**config.mk**
```make
export PLATFORM = sky130hd
export DESIGN_NAME = accel_readout_and_idle_config
export DESIGN_NICKNAME = d
export VERILOG_FILES = /design/src/accel_readout_and_idle_config.v /design/src/offtime_timer.v /design/src/sync_2ff.v
export VERILOG_INCLUDE_DIRS = /design/src
export SDC_FILE = /design/constraint.sdc
export NUM_CORES = 1
export LEC_CHECK = 0
export BUFFER_PORTS_ARGS = -buffer_cell sky130_fd_sc_hd__buf_2
export CORE_UTILIZATION = 37
export DETAILED_ROUTE_END_ITERATION = 8
export GPL_ROUTABILITY_DRIVEN = 1
export PLACE_DENSITY = 0.54
export SLEW_MARGIN = 5
export SYNTH_ARGS = -nofsm -noshare
export SYNTH_HDL_FRONTEND = slang
export SYNTH_SLANG_ARGS = --single-unit
```
**constraint.sdc**
```tcl
create_clock -name clk_sys -period 3.25 [get_ports clk_sys]
set_input_delay 0.1625 -clock clk_sys [delete_from_list [all_inputs] [get_ports clk_sys]]
set_output_delay 0.1625 -clock clk_sys [all_outputs]
set_load 0.02 [all_outputs]
```
**src/accel_cfg_map.vh**
```
// Register offsets, field positions, reset values and timing counts.
`ifndef ACCEL_CFG_MAP_VH
`define ACCEL_CFG_MAP_VH
`define SENSOR_CONFIG_FIVE_ADDR 8'h19
`define ACTIVE_OFFTIME_LOW_ADDR 8'h1A
`define ACTIVE_OFFTIME_HIGH_ADDR 8'h1B
`define REST_OFFTIME_LOW_ADDR 8'h1C
`define REST_OFFTIME_HIGH_ADDR 8'h1D
`define MAG_EN_BIT 4
`define X_SKIP_BIT 3
`define Y_SKIP_BIT 2
`define Z_SKIP_BIT 1
`define SHUTDOWN_BIT 0
`define CFG5_RESET 8'h00
`define OFFTIME_RESET 8'h00
`define CFG5_USED_MASK 8'h1F
`define HIGH_USED_MASK 8'h0F
// Off-time step in nanoseconds (312.5 us) and clock period in ns.
`define OFFTIME_STEP_NS 312500
`define CLK_PERIOD_NS 4
`define OFFTIME_STEP_CYCLES (`OFFTIME_STEP_NS / `CLK_PERIOD_NS)
// Result register addresses walked by the auto-increment pointer.
`define X_RESULT_LOW_ADDR 8'h04
`define Y_RESULT_LOW_ADDR 8'h06
`define Z_RESULT_LOW_ADDR 8'h08
`define MAG_RESULT_LOW_ADDR 8'h0A
`define MAG_RESULT_HIGH_ADDR 8'h0B
`endif

```
**src/accel_readout_and_idle_config.v**
```verilog
// Readout and idle configuration registers with hibernate control.
//
// Overview of operation
// RULE_01 - Magnitude enable bit gates magnitude computation.
// RULE_02 - Magnitude registers join auto-increment only when enabled.
// RULE_03 - Magnitude feeds change detector when selected.
// RULE_04 - X skip bit drops x from sequence.
// RULE_05 - Y skip bit drops y from sequence.
// RULE_06 - Z skip bit drops z from sequence.
// RULE_07 - Shutdown bit enters hibernate, registers lost.
// RULE_08 - Shutdown clear: follow power settings.
// RULE_09 - Strap low: wake pin edge leaves hibernate.
// RULE_10 - Host waits first boot interval.
// RULE_11 - Strap high: motion pin high wakes active.
// RULE_12 - Host waits second boot interval.
// RULE_13 - Strap high: motion pin low hibernates.
// RULE_14 - Active off time: 1Ah low, 1Bh nibble.
// RULE_15 - Active off time used only in flexible.
// RULE_16 - Active off-time step is 312.5 us.
// RULE_17 - Active period is off time plus measurement.
// RULE_18 - Rest off time from 1Ch/1Dh, flexible only.
// RULE_19 - Rest off-time step is 312.5 us.
// RULE_20 - Rest period is off time plus measurement.
// RULE_21 - Unused upper bits read zero, no effect.
`include "accel_cfg_map.vh"
module accel_readout_and_idle_config
#(
   parameter STEP_CYCLES = `OFFTIME_STEP_CYCLES,
   parameter BOOT_WAIT_FIRST_CYCLES = 1000,
   parameter BOOT_WAIT_SECOND_CYCLES = 1000
)
(
   input wire clk_sys,
   input wire nrst,
   input wire reg_wr,
   input wire reg_rd,
   input wire [7:0] reg_addr,
   input wire [7:0] reg_wdata,
   output reg [7:0] reg_rdata_q,
   input wire autoinc_step,
   input wire [7:0] autoinc_addr,
   output reg [7:0] autoinc_next_q,
   input wire boot_config_strap,
   input wire wake_pin,
   input wire motion_level_pin,
   input wire [1:0] active_power_setting,
   input wire [1:0] rest_power_setting,
   input wire rest_mode,
   input wire [15:0] active_meas_cycles,
   input wire [15:0] rest_meas_cycles,
   input wire change_detector_mode,
   input wire [11:0] magnitude_in,
   input wire [11:0] axis_select_in,
   output reg [11:0] change_detector_input_q,
   output reg [11:0] magnitude_result_q,
   output reg odr_tick_q,
   output reg hibernate_q,
   output reg booting_q,
   output reg active_forced_q
);
   ////////////////////////////////////////////////////////////////////
   // Pin synchronisers.
   wire strap_s; // Boot strap level after synchronisation.
   wire wake_s; // Select/wake pin after synchronisation.
   wire motion_s; // Motion pin after synchronisation.

   sync_2ff u_sync_strap
   (
      .clk_sys(clk_sys),
      .nrst(nrst),
      .din(boot_config_strap),
      .dout(strap_s)
   );
   sync_2ff u_sync_wake
   (
      .clk_sys(clk_sys),
      .nrst(nrst),
      .din(wake_pin),
      .dout(wake_s)
   );
   sync_2ff u_sync_motion
   (
      .clk_sys(clk_sys),
      .nrst(nrst),
      .din(motion_level_pin),
      .dout(motion_s)
   );

   ////////////////////////////////////////////////////////////////////
   // Register storage.
   reg [4:0] cfg5_q; // Used bits of sensor_config_five.
   reg [7:0] act_low_q; // active_offtime_low.
   reg [3:0] act_high_q; // Nibble of active_offtime_high.
   reg [7:0] rest_low_q; // rest_offtime_low.
   reg [3:0] rest_high_q; // Nibble of rest_offtime_high.
   reg wake_ref_q; // Wake pin level when shutdown was written.
   reg [15:0] boot_cnt_q; // Boot wait counter.
   reg strap_q; // Strap captured after reset release.
   reg strap_valid_q; // Strap has been captured.
   reg [1:0] strap_wait_q; // Edges since reset release, for the strap.
   // Reset image of the five used configuration bits.
   localparam [7:0] CFG5_INIT = `CFG5_RESET;
   wire magnitude_calc_enable = cfg5_q[`MAG_EN_BIT];
   wire x_axis_readout_skip = cfg5_q[`X_SKIP_BIT];
   wire y_axis_readout_skip = cfg5_q[`Y_SKIP_BIT];
   wire z_axis_readout_skip = cfg5_q[`Z_SKIP_BIT];
   wire [11:0] act_off = {act_high_q, act_low_q}; // [RULE_14]
   wire [11:0] rest_off = {rest_high_q, rest_low_q}; // [RULE_18]
   // Registers lose content on hibernate entry, like a power loss.
   wire wipe = hibernate_q;
   wire [15:0] boot_len = strap_q ? BOOT_WAIT_SECOND_CYCLES[15:0] :
      BOOT_WAIT_FIRST_CYCLES[15:0];

   // Strap is a level sampled once after reset; it never changes live.
   always @(posedge clk_sys or negedge nrst)
   begin
      if (!nrst)
      begin
         strap_q <= 1'b0;
         strap_valid_q <= 1'b0;
         strap_wait_q <= 2'h0;
      end
      else if (!strap_valid_q)
      begin
         // The synchroniser leaves reset holding zero, so wait until its
         // second stage carries the real pin level before capturing.
         strap_wait_q <= strap_wait_q + 2'h1;
         if (strap_wait_q == 2'h2)
         begin
            strap_q <= strap_s;
            strap_valid_q <= 1'b1;
         end
      end
   end

   // Register writes; host writes are ignored while hibernating or booting.
   always @(posedge clk_sys or negedge nrst)
   begin
      if (!nrst)
      begin
         cfg5_q <= CFG5_INIT[4:0];
         act_low_q <= `OFFTIME_RESET;
         act_high_q <= 4'h0;
         rest_low_q <= `OFFTIME_RESET;
         rest_high_q <= 4'h0;
      end
      else if (wipe)
      begin
         cfg5_q <= CFG5_INIT[4:0]; // [RULE_07]
         act_low_q <= `OFFTIME_RESET;
         act_high_q <= 4'h0;
         rest_low_q <= `OFFTIME_RESET;
         rest_high_q <= 4'h0;
      end
      else if (reg_wr && !booting_q)
      begin
         case (reg_addr)
            `SENSOR_CONFIG_FIVE_ADDR: cfg5_q <= reg_wdata[4:0]; // [RULE_21]
            `ACTIVE_OFFTIME_LOW_ADDR: act_low_q <= reg_wdata;
            `ACTIVE_OFFTIME_HIGH_ADDR: act_high_q <= reg_wdata[3:0];
            `REST_OFFTIME_LOW_ADDR: rest_low_q <= reg_wdata;
            `REST_OFFTIME_HIGH_ADDR: rest_high_q <= reg_wdata[3:0];
            default: cfg5_q <= cfg5_q;
         endcase
      end
   end

   // Read data; unused upper bits and unmapped addresses return zero.
   always @(posedge clk_sys or negedge nrst)
   begin
      if (!nrst)
         reg_rdata_q <= 8'h00;
      else if (reg_rd)
      begin
         case (reg_addr)
            `SENSOR_CONFIG_FIVE_ADDR: reg_rdata_q <= {3'h0, cfg5_q}; // [RULE_21]
            `ACTIVE_OFFTIME_LOW_ADDR: reg_rdata_q <= act_low_q;
            `ACTIVE_OFFTIME_HIGH_ADDR: reg_rdata_q <= {4'h0, act_high_q};
            `REST_OFFTIME_LOW_ADDR: reg_rdata_q <= rest_low_q;
            `REST_OFFTIME_HIGH_ADDR: reg_rdata_q <= {4'h0, rest_high_q};
            `MAG_RESULT_LOW_ADDR: reg_rdata_q <= magnitude_result_q[7:0];
            `MAG_RESULT_HIGH_ADDR:
               reg_rdata_q <= {4'h0, magnitude_result_q[11:8]};
            default: reg_rdata_q <= 8'h00;
         endcase
      end
   end

   ////////////////////////////////////////////////////////////////////
   // Hibernate control.
   // Strap low: shutdown write enters, wake pin edge leaves.
   // Strap high: motion pin level decides directly.
   always @(posedge clk_sys or negedge nrst)
   begin
      if (!nrst)
      begin
         hibernate_q <= 1'b0;
         wake_ref_q <= 1'b0;
         booting_q <= 1'b0;
         boot_cnt_q <= 16'h0000;
         active_forced_q <= 1'b0;
      end
      else if (strap_valid_q && strap_q)
      begin
         if (!motion_s)
         begin
            hibernate_q <= 1'b1; // [RULE_13]
            booting_q <= 1'b0;
            active_forced_q <= 1'b0;
         end
         else if (hibernate_q)
         begin
            hibernate_q <= 1'b0; // [RULE_11]
            booting_q <= 1'b1;
            boot_cnt_q <= 16'h0000;
            active_forced_q <= 1'b1;
         end
         else if (booting_q)
         begin
            boot_cnt_q <= boot_cnt_q + 16'h0001;
            if (boot_cnt_q == boot_len - 16'h0001)
               booting_q <= 1'b0; // [RULE_12]
         end
      end
      else
      begin
         active_forced_q <= 1'b0;
         if (!hibernate_q && !booting_q && reg_wr &&
            reg_addr == `SENSOR_CONFIG_FIVE_ADDR &&
            reg_wdata[`SHUTDOWN_BIT])
         begin
            hibernate_q <= 1'b1; // [RULE_07]
            wake_ref_q <= wake_s;
         end
         else if (hibernate_q && wake_s != wake_ref_q)
         begin
            hibernate_q <= 1'b0; // [RULE_09]
            booting_q <= 1'b1;
            boot_cnt_q <= 16'h0000;
         end
         else if (booting_q)
         begin
            boot_cnt_q <= boot_cnt_q + 16'h0001;
            if (boot_cnt_q == boot_len - 16'h0001)
               booting_q <= 1'b0; // [RULE_10]
         end
      end
   end

   ////////////////////////////////////////////////////////////////////
   // Measurement period: measurement time, then off time in flexible.
   wire flex = rest_mode ? rest_power_setting[1] :
      active_power_setting[1]; // [RULE_15] [RULE_18]
   wire [11:0] off_sel = rest_mode ? rest_off : act_off;
   wire [15:0] meas_len = rest_mode ? rest_meas_cycles : active_meas_cycles;
   wire run = !hibernate_q && !booting_q; // [RULE_08]
   reg meas_q; // Measurement phase in progress.
   reg [15:0] meas_cnt_q; // Measurement cycle counter.
   reg off_start_q; // Starts the off-time timer.
   wire off_busy; // Off time still running.
   wire off_done; // Off time finished.

   offtime_timer #(.STEP_CYCLES(STEP_CYCLES)) u_offtime
   (
      .clk_sys(clk_sys),
      .nrst(nrst),
      .start(off_start_q),
      .steps(off_sel), // [RULE_16] [RULE_19]
      .busy_q(off_busy),
      .done_q(off_done)
   );

   // Period is measurement then off time; the tick marks each measurement end.
   always @(posedge clk_sys or negedge nrst)
   begin
      if (!nrst)
      begin
         meas_q <= 1'b0;
         meas_cnt_q <= 16'h0000;
         off_start_q <= 1'b0;
         odr_tick_q <= 1'b0;
      end
      else
      begin
         off_start_q <= 1'b0;
         odr_tick_q <= 1'b0;
         if (!run)
            meas_q <= 1'b0;
         else if (!meas_q && !off_busy && !off_start_q)
         begin
            meas_q <= 1'b1;
            meas_cnt_q <= 16'h0000;
         end
         else if (meas_q)
         begin
            meas_cnt_q <= meas_cnt_q + 16'h0001;
            if (meas_cnt_q + 16'h0001 >= meas_len)
            begin
               meas_q <= 1'b0;
               odr_tick_q <= 1'b1;
               off_start_q <= flex; // [RULE_17] [RULE_20]
            end
         end
      end
   end

   // Magnitude latched each tick only when enabled; feeds detector when change_detector_mode is set.
   always @(posedge clk_sys or negedge nrst)
   begin
      if (!nrst)
      begin
         magnitude_result_q <= 12'h000;
         change_detector_input_q <= 12'h000;
      end
      else
      begin
         if (odr_tick_q && magnitude_calc_enable)
            magnitude_result_q <= magnitude_in; // [RULE_01]
         change_detector_input_q <= change_detector_mode ?
            magnitude_result_q : axis_select_in; // [RULE_03]
      end
   end

   ////////////////////////////////////////////////////////////////////
   // Auto-increment pointer: skips disabled results.
   reg [7:0] nxt; // Candidate next address.
   always @*
   begin
      nxt = autoinc_addr + 8'h01;
      if (nxt == `X_RESULT_LOW_ADDR && x_axis_readout_skip)
         nxt = `Y_RESULT_LOW_ADDR; // [RULE_04]
      if (nxt == `Y_RESULT_LOW_ADDR && y_axis_readout_skip)
         nxt = `Z_RESULT_LOW_ADDR; // [RULE_05]
      if (nxt == `Z_RESULT_LOW_ADDR && z_axis_readout_skip)
         nxt = `MAG_RESULT_LOW_ADDR; // [RULE_06]
      if (nxt == `MAG_RESULT_LOW_ADDR && !magnitude_calc_enable)
         nxt = `MAG_RESULT_HIGH_ADDR + 8'h01; // [RULE_02]
   end

   // Next address registered on each step request.
   always @(posedge clk_sys or negedge nrst)
   begin
      if (!nrst)
         autoinc_next_q <= 8'h00;
      else if (autoinc_step)
         autoinc_next_q <= nxt;
   end
endmodule // accel_readout_and_idle_config

```
**src/offtime_timer.v**
```verilog
// Off-time timer: counts a 12-bit number of fixed-length steps.
`include "accel_cfg_map.vh"
module offtime_timer
#(
   parameter STEP_CYCLES = `OFFTIME_STEP_CYCLES
)
(
   input wire clk_sys,
   input wire nrst,
   input wire start,
   input wire [11:0] steps,
   output reg busy_q,
   output reg done_q
);
   reg [16:0] tick_q; // Cycles within the current step.
   reg [11:0] step_q; // Steps left.

   // A zero count still waits one step, so the shortest off time is
   // one step, matching the documented lower end of the range.
   always @(posedge clk_sys or negedge nrst)
   begin
      if (!nrst)
      begin
         tick_q <= 17'h00000;
         step_q <= 12'h000;
         busy_q <= 1'b0;
         done_q <= 1'b0;
      end
      else
      begin
         done_q <= 1'b0;
         if (start)
         begin
            tick_q <= 17'h00000;
            step_q <= (steps == 12'h000) ? 12'h001 : steps;
            busy_q <= 1'b1;
         end
         else if (busy_q)
         begin
            if (tick_q == STEP_CYCLES[16:0] - 17'h00001)
            begin
               tick_q <= 17'h00000;
               if (step_q == 12'h001)
               begin
                  busy_q <= 1'b0;
                  done_q <= 1'b1;
               end
               step_q <= step_q - 12'h001;
            end
            else
            begin
               tick_q <= tick_q + 17'h00001;
            end
         end
      end
   end
endmodule // offtime_timer

```
**src/sync_2ff.v**
```verilog
// Two-flop synchroniser for a pin level.
module sync_2ff
(
   input wire clk_sys,
   input wire nrst,
   input wire din,
   output wire dout
);
   reg meta_q; // First stage, read only by the second stage.
   reg sync_q; // Second stage, safe for logic.

   // Two stages settle metastability before any logic sees the pin.
   always @(posedge clk_sys or negedge nrst)
   begin
      if (!nrst)
      begin
         meta_q <= 1'b0;
         sync_q <= 1'b0;
      end
      else
      begin
         meta_q <= din;
         sync_q <= meta_q;
      end
   end
   assign dout = sync_q;
endmodule // sync_2ff
```
**Word-level counts from Yosys, hierarchy flattened**

Cells that the tools add are included.

- $lt $le $gt $ge: 1
- Multiplexer cells: 71
- Reductions and logical operators: 41
- $add $sub $neg: 6
- Bitwise logic cells: 2
- Equality and inequality tests: 19

Operators with widths:

| cell | count |
|---|---|
| $mux 16 | 9 |
| $mux 8 | 10 |
| $mux 12 | 6 |
| $pmux 8 s7 | 1 |
| $mux 17 | 3 |
| $eq 8x5->1 const B | 5 |
| $mux 1 | 33 |
| $add 16x1->16 const B | 2 |
| $eq 8x4->1 const B | 4 |
| $mux 4 | 6 |
| $reduce_and 2->1 | 10 |
| $reduce_bool 2->1 | 9 |
| $add 17x1->17 const B | 1 |
| $eq 17x17->1 const B | 1 |
| $eq 16x10->1 const B | 1 |
| $eq 8x3->1 const B | 2 |
| $ge 16x16->1 | 1 |
| $mux 5 | 3 |
| $logic_and 1x1->1 | 14 |
| $eq 12x1->1 const B | 1 |
| $logic_not 12->1 | 1 |
| $sub 12x1->12 const B | 1 |
| $add 8x1->8 const B | 1 |
| $logic_not 1->1 | 6 |
| other kinds (8) | 9 |

- Flip-flop bits (word level): 148

**Longest topological paths before layout**

Gate-level depths: netlist of the first run.

- Depth in word-level cells: 13
- Gate-level depth with buffers: 13
- Gate-level depth less buffers: 13

**By module**

From an unflattened synthesis of the first run, not the netlist that was laid out.

- Cells, all modules: 836
- Area total of the unflattened synthesis: 8244.2 um2

By module, submodules not included:

| module | area an instance (um2) | cells an instance | seq. area each (um2) | times used |
|---|---|---|---|---|
| accel_readout_and_idle_config | 6227.2 | 623 | 2802.7 | 1 |
| offtime_timer | 1866.8 | 207 | 775.7 | 1 |
| sync_2ff | 50.0 | 2 | 50.0 | 3 |

**Worst setup path before layout of the first run**

OpenSTA, ideal clock, no wires.

- Kind: input -> register
- Start point: input port rest_mode
- End point: register meas_q
- Stages: 11
- Setup slack: 527 ps
- Arrival: 2649 ps
- Data required time: 3176 ps
- Cell sequence: buf_1 -> clkbuf_1 -> mux2_2 -> ha_1 -> nand2b_1 -> a21o_1 -> a21o_1 -> a21oi_1 -> o21ai_0 -> a21boi_0 -> nor2b_1

- Longest elaborated chain between the ends: 6

RTL lines:

| what | line | RTL |
|---|---|---|
| from (decl) | accel_readout_and_idle_config.v:48 | `input wire rest_mode,` |
| $mux 16 | accel_readout_and_idle_config.v:255 | `wire [15:0] meas_len = rest_mode ? rest_meas_cycles : active_meas_cycles;` |
| $ge 16x16->1 | accel_readout_and_idle_config.v:297 | `if (meas_cnt_q + 16'h0001 >= meas_len)` |
| $mux 1 | accel_readout_and_idle_config.v:297 |  |
| $mux 1 | accel_readout_and_idle_config.v:294 | `else if (meas_q)` |
| $mux 1 | accel_readout_and_idle_config.v:289 | `else if (!meas_q && !off_busy && !off_start_q)` |
| $mux 1 | accel_readout_and_idle_config.v:287 | `if (!run)` |
| to (signal assigned) | accel_readout_and_idle_config.v:288 | `meas_q <= 1'b0;` |
| to (signal assigned) | accel_readout_and_idle_config.v:291 | `meas_q <= 1'b1;` |
| to (signal assigned) | accel_readout_and_idle_config.v:299 | `meas_q <= 1'b0;` |
| to (decl) | accel_readout_and_idle_config.v:257 | `reg meas_q;` |

Every way passes these cells.
A chain may end at the register's enable or synchronous reset.

**Worst setup path after layout of the first run**

- Start point: register meas_cnt_q[1]
- End point: register off_start_q

- Longest elaborated chain between the ends: 6

RTL lines:

| what | line | RTL |
|---|---|---|
| from (decl) | accel_readout_and_idle_config.v:258 | `reg [15:0] meas_cnt_q;` |
| from (signal assigned) | accel_readout_and_idle_config.v:296 | `meas_cnt_q <= meas_cnt_q + 16'h0001;` |
| $add 16x1->16 | accel_readout_and_idle_config.v:297 |  |
| $ge 16x16->1 | accel_readout_and_idle_config.v:297 |  |
| $mux 1 | accel_readout_and_idle_config.v:297 |  |
| $mux 1 | accel_readout_and_idle_config.v:294 |  |
| $mux 1 | accel_readout_and_idle_config.v:289 |  |
| $mux 1 | accel_readout_and_idle_config.v:287 |  |
| to (signal assigned) | accel_readout_and_idle_config.v:301 | `off_start_q <= flex;` |
| to (decl) | accel_readout_and_idle_config.v:259 | `reg off_start_q;` |

Every way passes these cells.

==> impl_results.md, run 1 <==
- Seq. cell area: approximately 3700 um^2
- IR drop worst, VDD: approximately 0.37 mV
- Max Clock Freq: roughly 340 MHz
- Post-Place Cells: 1193
- DRT antenna net count: 0
- DR WL/cell: ~15 um
- Placer Congestion: 0.792
- Die Y: 149 um
- Avg Cell Area, Syn: 9.96 um^2
- Layout cells sized above 1: between 20% and 30%
- Nets: roughly 1100
- Crit path launch: meas_cnt_q[1]$_DFFE_PN0P_
- Syn_nets: 918
- Met2 Resource Use GR: 28.5%
- Final Hold Viols: 0
- Number of global-route vias before repair: between 6000 and 7000
- Post-synthesis async set-or-reset flop share: between 90% and 100%
- Die W: 149 um
- Fin. max-slew vios: 0
- Final non-filler cell total: between 1000 and 1500
- Dominant cells by area after synthesis: dfrtp_1 46%, mux2i_1 7.5%, nor2_1 5.1%
- Yosys reg bits: ~150
- Yosys cell types: 54
- Area leader, netlist: dfrtp_1
- GR Overflow Total: 0
- DRT Wirelength: between 15000 and 20000 um
- Cells after Synth: 800
- Post-synth EDFFs: 0
- Finish-stage setup viols: 0
- Post-route DRC: 0
- Multi-input logic area: roughly 4100 um^2
- Final instance area: ~9900 um^2
- First-pass GRT wire length: 31900 um
- Synth top cells by count: 148 x dfrtp_1, 108 x nor2_1, 60 x mux2i_1, 60 x nand2_1, 42 x o21ai_0
- Filler Cells Inserted: 2036
- Initial antenna violation count: 0
- Main synth FF type: dfrtp_1
- Die area: 22100 um^2
- Register area share after synthesis: a little under half
- Leakage: approximately 4.7 nW
- Max FO, Critical Path: 5
- Status: finished clean
- Total power: 4.69 mW
- RSZ-0062 raised after global routing: no
- Num rows: 53
- Post-CTS resize count: 0
- Core ar.: about 21000 um^2
- Worst path required time: approximately 3500 ps
- Worst-margin pin slew: 633 ps
- Clk_lat worst skew: 430 ps
- Initial Util: between 30% and 40%
- GR Util met3: about 3.6%
- Number of H-tree levels: 4
- Slew HR: slightly below 60%
- DP HPWL: approximately 14000 um
- Largest net degree at the start of global routing: 64
- Vias/cell: around 5.1
- Top-count cell post-synth: dfrtp_1
- Period utilisation layout: between 80% and 90%
- Clock skew: 15.8 ps
- Max-Cap Viols: 0
- PD cells: approximately 470 nW/um^2
- Antenna diode count: 0
- Vias: between 6000 and 7000
- Setup crit end kind: flip-flop
- Syn. warnings: 0
- Root buf cell: clkbuf_16
- Setup_tns: 0 ps
- Hold path start: reg_wdata[6]
- Met1 GRT Util: 26.0%
- Setup CP Type: reg -> reg
- FF-to-FF Start: meas_cnt_q[1]$_DFFE_PN0P_
- CTS Buf Count: 17
- Final core utilization: a little under half
- IO Pins: between 100 and 150
- Clock period minus worst slack: between 2000 and 3000 ps
- Initial drt markers: slightly below 300
- Area growth syn-to-layout: 24.6%
- Critical path data arrival time: approximately 3200 ps
- Worst hold-check path type: in -> reg
- Total track usage: 18.2%
- Max clock buf depth: 2
- Crit start category: flip-flop
- Clock Sinks: 148
- Port buffer count: about 140
- Register clock-pin slew on the reported worst setup and hold paths: 70 ps
- Placed Area: ~9000 um^2
- CTS tree: yes
- Netlist Area Pre-Place: 7970 um^2
- Synth top area share: 46.5%
- Drt first pass iters: 4
- Most Crowded Layer GR: met2
[placed cells by master (no fill, tap or decap), drive strengths merged, types with 24 or more instances in the layout]
cell type / n
o21ai: 46
buf: 146
nor2: 108
xor2: 30
a21oi: 39
inv: 26
mux2i: 60
nand2: 60
dlygate4sd3: 30
xnor2: 24
dfrtp: 148
nand3: 27
ha: 24
mux2: 35
[final timing paths]
| kind | slack (ps) | endpoint | cells past startpoint |
|---|---|---|---|
| setup / recovery | 350 | off_start_q$_DFF_PN0_ | 13 |
| hold / removal | 7 | act_low_q[6]$_DFFE_PN0P_ | 3 |
| setup reg to reg | 350 | off_start_q$_DFF_PN0_ | 13 |
| hold reg to reg | 350 | u_sync_strap.dout$_DFF_PN0_ | 0 |
| max in group asynchronous | 2150 | boot_cnt_q[2]$_DFFE_PN0N_ | 3 |
| min in group asynchronous | 310 | u_offtime.tick_q[7]$_DFFE_PN0P_ | 2 |
[flip-flops by register name, summed over array words and instances (netlist names), 2 cells and up]
name                     count
u_offtime.tick_q            17
boot_cnt_q                  16
meas_cnt_q                  16
change_detector_input_q     12
magnitude_result_q          12
u_offtime.step_q            12
act_low_q                    8
autoinc_next_q               8
reg_rdata_q                  8
rest_low_q                   8
cfg5_q                       5
act_high_q                   4
rest_high_q                  4
strap_wait_q                 2
[stage by stage]
stage	hold slack [ps]	worst slack, ps
floorplan	-133	527
global placement	212	380
detailed placement	208	342
CTS	3.67	309
global route	9.92	87.0
finish	7.41	346
[critical path, cell delays in order (launching register included)]
cell	delay, ps
dfrtp_1	410
ha_1	250
nand3_1	160
nor3_1	150
buf_4	160
and3_1	210
xor2_1	170
ha_1	250
nor2b_1	130
o21ai_0	140
nand2b_1	70
a21oi_1	140
a21boi_0	380
nor4_1	110
[power by group]
group / total, mW / internal [mW] / leakage, nW / switching, mW
clock: 2.20 / 1.37 / 0.307 / 0.829
combinational: 0.512 / 0.223 / 2.48 / 0.289
sequential: 1.97 / 1.91 / 1.89 / 0.0615
[repair_timing]
action,4_1_cts,5_1_grt
endpoints found under the hold margin,92,0
buffers inserted,0,0
hold buffers,30,0
endpoints found under the setup margin,0,0
[per-layer routing]
metal,vias to the layer above,wire length [um]
met5,-,0
met4,0,144
met3,9,658
met1,3057,9310
met2,107,9150
li1,3161,-
[layout make-up]
type                            instances  share of cell area, %
Timing Repair Buffer                  176                   10.8
Clock inverter                         14                   2.27
Sequential cell                       148                   37.3
Clock buffer                           17                   4.28
Multi-Input combinational cell        603                   41.1
Tap cell                              275                   3.46
Inverter                               21                  0.794
[logic make-up after synthesis]
logic type,share of synthesized area (%)
adder cells (fa/ha/maj),3.77
XOR/XNOR,5.93
AND/OR/NAND/NOR,18.5
AO/OA/AOI/OAI,10.5
multiplexers,12.5
buffers and inverters,2.35
flip-flops,46.5
Power figures use the tool's default switching activity.
==> run 2, diff against run 1 <==
==> constraint.sdc (replaced) <==
create_clock -name clk_sys -period 3.25 [get_ports clk_sys]
set_input_delay 0.325 -clock clk_sys [delete_from_list [all_inputs] [get_ports clk_sys]]
set_output_delay 0.325 -clock clk_sys [all_outputs]
set_load 0.02 [all_outputs]
==> run 2 against run 1 <==
Effect of this change: final cell count down 2.1%; design area shrank 3.1%; die area unchanged; power decreased by 5.0%; core utilization shrank 1.5 points; highest routed layer unchanged.
==> impl_results.md, run 2 (synthesis gave the netlist of run 1 again) <==
- Status: finished clean (unchanged)
- Largest net degree at the start of global routing: 81 (was 64)
- First-pass GRT wire length: 31100 um (was 31900 um)
- Die Y: 149 um (unchanged)
- Initial Util: 37.8% (unchanged)
- Die area: 22100 um^2 (unchanged)
- Hold path cells: 2 (was 3)
- FF-to-FF setup slack: 330 ps (was 350 ps)
- Most frequent cells in the layout: 148 x dfrtp_1, 134 x buf_2, 108 x nor2_1, 60 x nand2_1, 60 x mux2i_1 (unchanged)
- Area growth syn-to-layout: 20.8% (was 24.6%)
- Seq. cell area: 3700 um^2 (unchanged)
- Clk_lat worst skew: 420 ps (was 430 ps)
- Worst path required time: 3520 ps (about the same)
- IO Pins: 138 (unchanged)
- Core ar.: 21100 um^2 (unchanged)
- Vias: 6164 (was 6334)
- Commonest non-fill, non-tap cell in the layout: dfrtp_1 (unchanged)
- Setup_tns: 0 ps (unchanged)
- R2R Path End: off_start_q$_DFF_PN0_ (unchanged)
- Final instance area: 9620 um^2 (was 9930 um^2)
- Post-CTS Setup Inserts: 0 (unchanged)
- DRT Wirelength: 18800 um (was 19300 um)
- Placer Congestion: 0.788 (was 0.792)
- Switch share: 25.0% (was 25.2%)
- DP HPWL: 13600 um (was 13900 um)
- Multi-input logic area: 4080 um^2 (unchanged)
- Max-Cap Viols: 0 (unchanged)
- Register clock-pin slew on the reported worst setup and hold paths: 60 ps (was 70 ps)
- Worst hold-check path type: in -> reg (unchanged)
- DRT antenna net count: 0 (unchanged)
- Root buf cell: clkbuf_16 (unchanged)
- Number of global-route vias before repair: 6064 (was 6218)
- Placed Area: 8990 um^2 (was 8980 um^2)
- Initial drt markers: 250 (was 296)
- IR drop worst, VDD: 0.342 mV (was 0.369 mV)
- Filler Cells Inserted: 2084 (was 2036)
- Comb power frac: 10.9% (about the same)
- Num rows: 53 (unchanged)
- PD cells: 462 nW/um^2 (was 472 nW/um^2)
- Max FO, Critical Path: 5 (unchanged)
- Number of flip-flops in the largest register: 17 (unchanged)
- CTS tree: yes (unchanged)
- Largest Register: u_offtime.tick_q (unchanged)
- Clock period minus worst slack: 2920 ps (was 2900 ps)
- Setup crit end kind: flip-flop (unchanged)
- Slew HR: 49.0% (was 57.7%)
- Setup CP Type: reg -> reg (unchanged)
- Max Clock Freq: 342 MHz (was 344 MHz)
- Fin. max-slew vios: 0 (unchanged)
- Max clock buf depth: 2 (unchanged)
- Die W: 149 um (unchanged)
- Leakage: 4.54 nW (was 4.67 nW)
- Crit start category: flip-flop (unchanged)
- Int Power: 3.34 mW (was 3.51 mW)
- Final core utilization: 45.6% (was 47.1%)
- Final Hold Viols: 0 (unchanged)
- Worst r2r path cells: 13 (unchanged)
- Total track usage: 17.9% (was 18.2%)
- Port buffer count: 135 (unchanged)
- Critical path data arrival time: 3190 ps (was 3180 ps)
- DR WL/cell: 15.3 um (was 15.4 um)
- Nets: 1060 (was 1085)
- Total power: 4.45 mW (was 4.69 mW)
- Finish-stage setup viols: 0 (unchanged)
- Drt first pass iters: 4 (unchanged)
- P_sw: 1.11 mW (was 1.18 mW)
- Post-route DRC: 0 (unchanged)
- Largest regs: u_offtime.tick_q x17, boot_cnt_q x16, meas_cnt_q x16 (unchanged)
- Layout cells sized above 1: 23.6% (was 23.0%)
- Clock Sinks: 148 (unchanged)
- RSZ-0062 raised after global routing: no (unchanged)
- Initial antenna violation count: 0 (unchanged)
- FF-to-FF Start: meas_cnt_q[1]$_DFFE_PN0P_ (unchanged)
- Period utilisation layout: 90.0% (was 89.3%)
- Vias/cell: 5.02 (was 5.05)
- Sequential power share: 44.4% (was 42.1%)
- CTS Buf Count: 17 (unchanged)
- Number of H-tree levels: 4 (unchanged)
- Worst-margin pin slew: 764 ps (was 633 ps)
- Worst Hold Path EP: magnitude_result_q[10]$_DFFE_PN0P_ (was act_low_q[6]$_DFFE_PN0P_)
- GR Overflow Total: 0 (unchanged)
- Setup ws final: 326 ps (was 346 ps)
- Hold path start: magnitude_in[10] (was reg_wdata[6])
- Dpl ws: 360 ps (was 342 ps)
- Clk network pwr share: 44.7% (was 47.0%)
- Antenna diode count: 0 (unchanged)
- Clock skew: 9.26 ps (was 15.8 ps)
- Post-CTS resize count: 0 (unchanged)
run 2: cell types whose count changed in the layout (fill, tap and decap cells not counted):
cell           before  now
dlygate4sd3_1      30    4
clkbuf_8            0    5
inv_6               5    0
bufinv_16           5    2
clkinv_2            0    2
buf_4              10   11
clkinv_4            1    0
clkinvlp_4          3    4
run 2: critical path, cell delays in order (launching register included):
cell      delay (ps)
dfrtp_1          420
ha_1             250
nand3_1          160
nor3_1           160
buf_4            170
and3_1           210
xor2_1           170
ha_1             250
nor2b_1          130
o21ai_0          140
nand2b_1          70
a21oi_1          130
a21boi_0         390
nor4_1           110
run 2: cell type report:
class / count / share of cell area (%)
Sequential cell: 148 / 38.5
Multi-Input combinational cell: 603 / 42.4
Clock inverter: 8 / 1.04
Inverter: 21 / 0.819
Timing Repair Buffer: 151 / 8.57
Tap cell: 275 / 3.58
Clock buffer: 22 / 5.14
run 2: how the worst max path moves through the flow:
stage / slack [ps] / endpoint / cells past startpoint / startpoint
after floorplan: 360 / meas_q$_DFF_PN0_ / 11 / rest_mode
after global placement: 380 / meas_q$_DFF_PN0_ / 13 / meas_cnt_q[1]$_DFFE_PN0P_
after detailed placement: 360 / off_start_q$_DFF_PN0_ / 13 / meas_cnt_q[1]$_DFFE_PN0P_
after CTS: 320 / off_start_q$_DFF_PN0_ / 13 / meas_cnt_q[1]$_DFFE_PN0P_
after global routing: 20 / off_start_q$_DFF_PN0_ / 13 / meas_cnt_q[1]$_DFFE_PN0P_
final: 330 / off_start_q$_DFF_PN0_ / 13 / meas_cnt_q[1]$_DFFE_PN0P_
run 2: layer usage:
| layer | GRT usage, % | wire length, um | vias up |
|---|---|---|---|
| li1 | - | - | 3110 |
| met1 | 24.6 | 9060 | 2973 |
| met2 | 28.9 | 9110 | 68 |
| met3 | 3.06 | 474 | 13 |
| met4 | 5.36 | 180 | 0 |
| met5 | 0 | 0 | - |
run 2: power groups by stage:
stage / clock, mW / sequential [mW] / combinational [mW]
final: 1.99 / 1.98 / 0.485
after global routing: 2.12 / 1.99 / 0.546
after CTS: 2.04 / 1.98 / 0.495
after detailed placement: 0 / 2.01 / 0.489
after global placement: 0 / 2.01 / 0.484
after floorplan: 0 / 2.04 / 0.239
run 2: what timing repair did:
action | 4_1_cts | 5_1_grt
hold endpoints to repair | 56 | 0
setup endpoints to repair | 0 | 0
hold buffers | 4 | 0
run 2: stage by stage:
stage | cells | hold WS [ps]
detailed placement | 1194 | 336
CTS | 1228 | 113
finish | 1228 | 129
floorplan | 800 | 29.4
global placement | 1194 | 335
global route | 1228 | 117
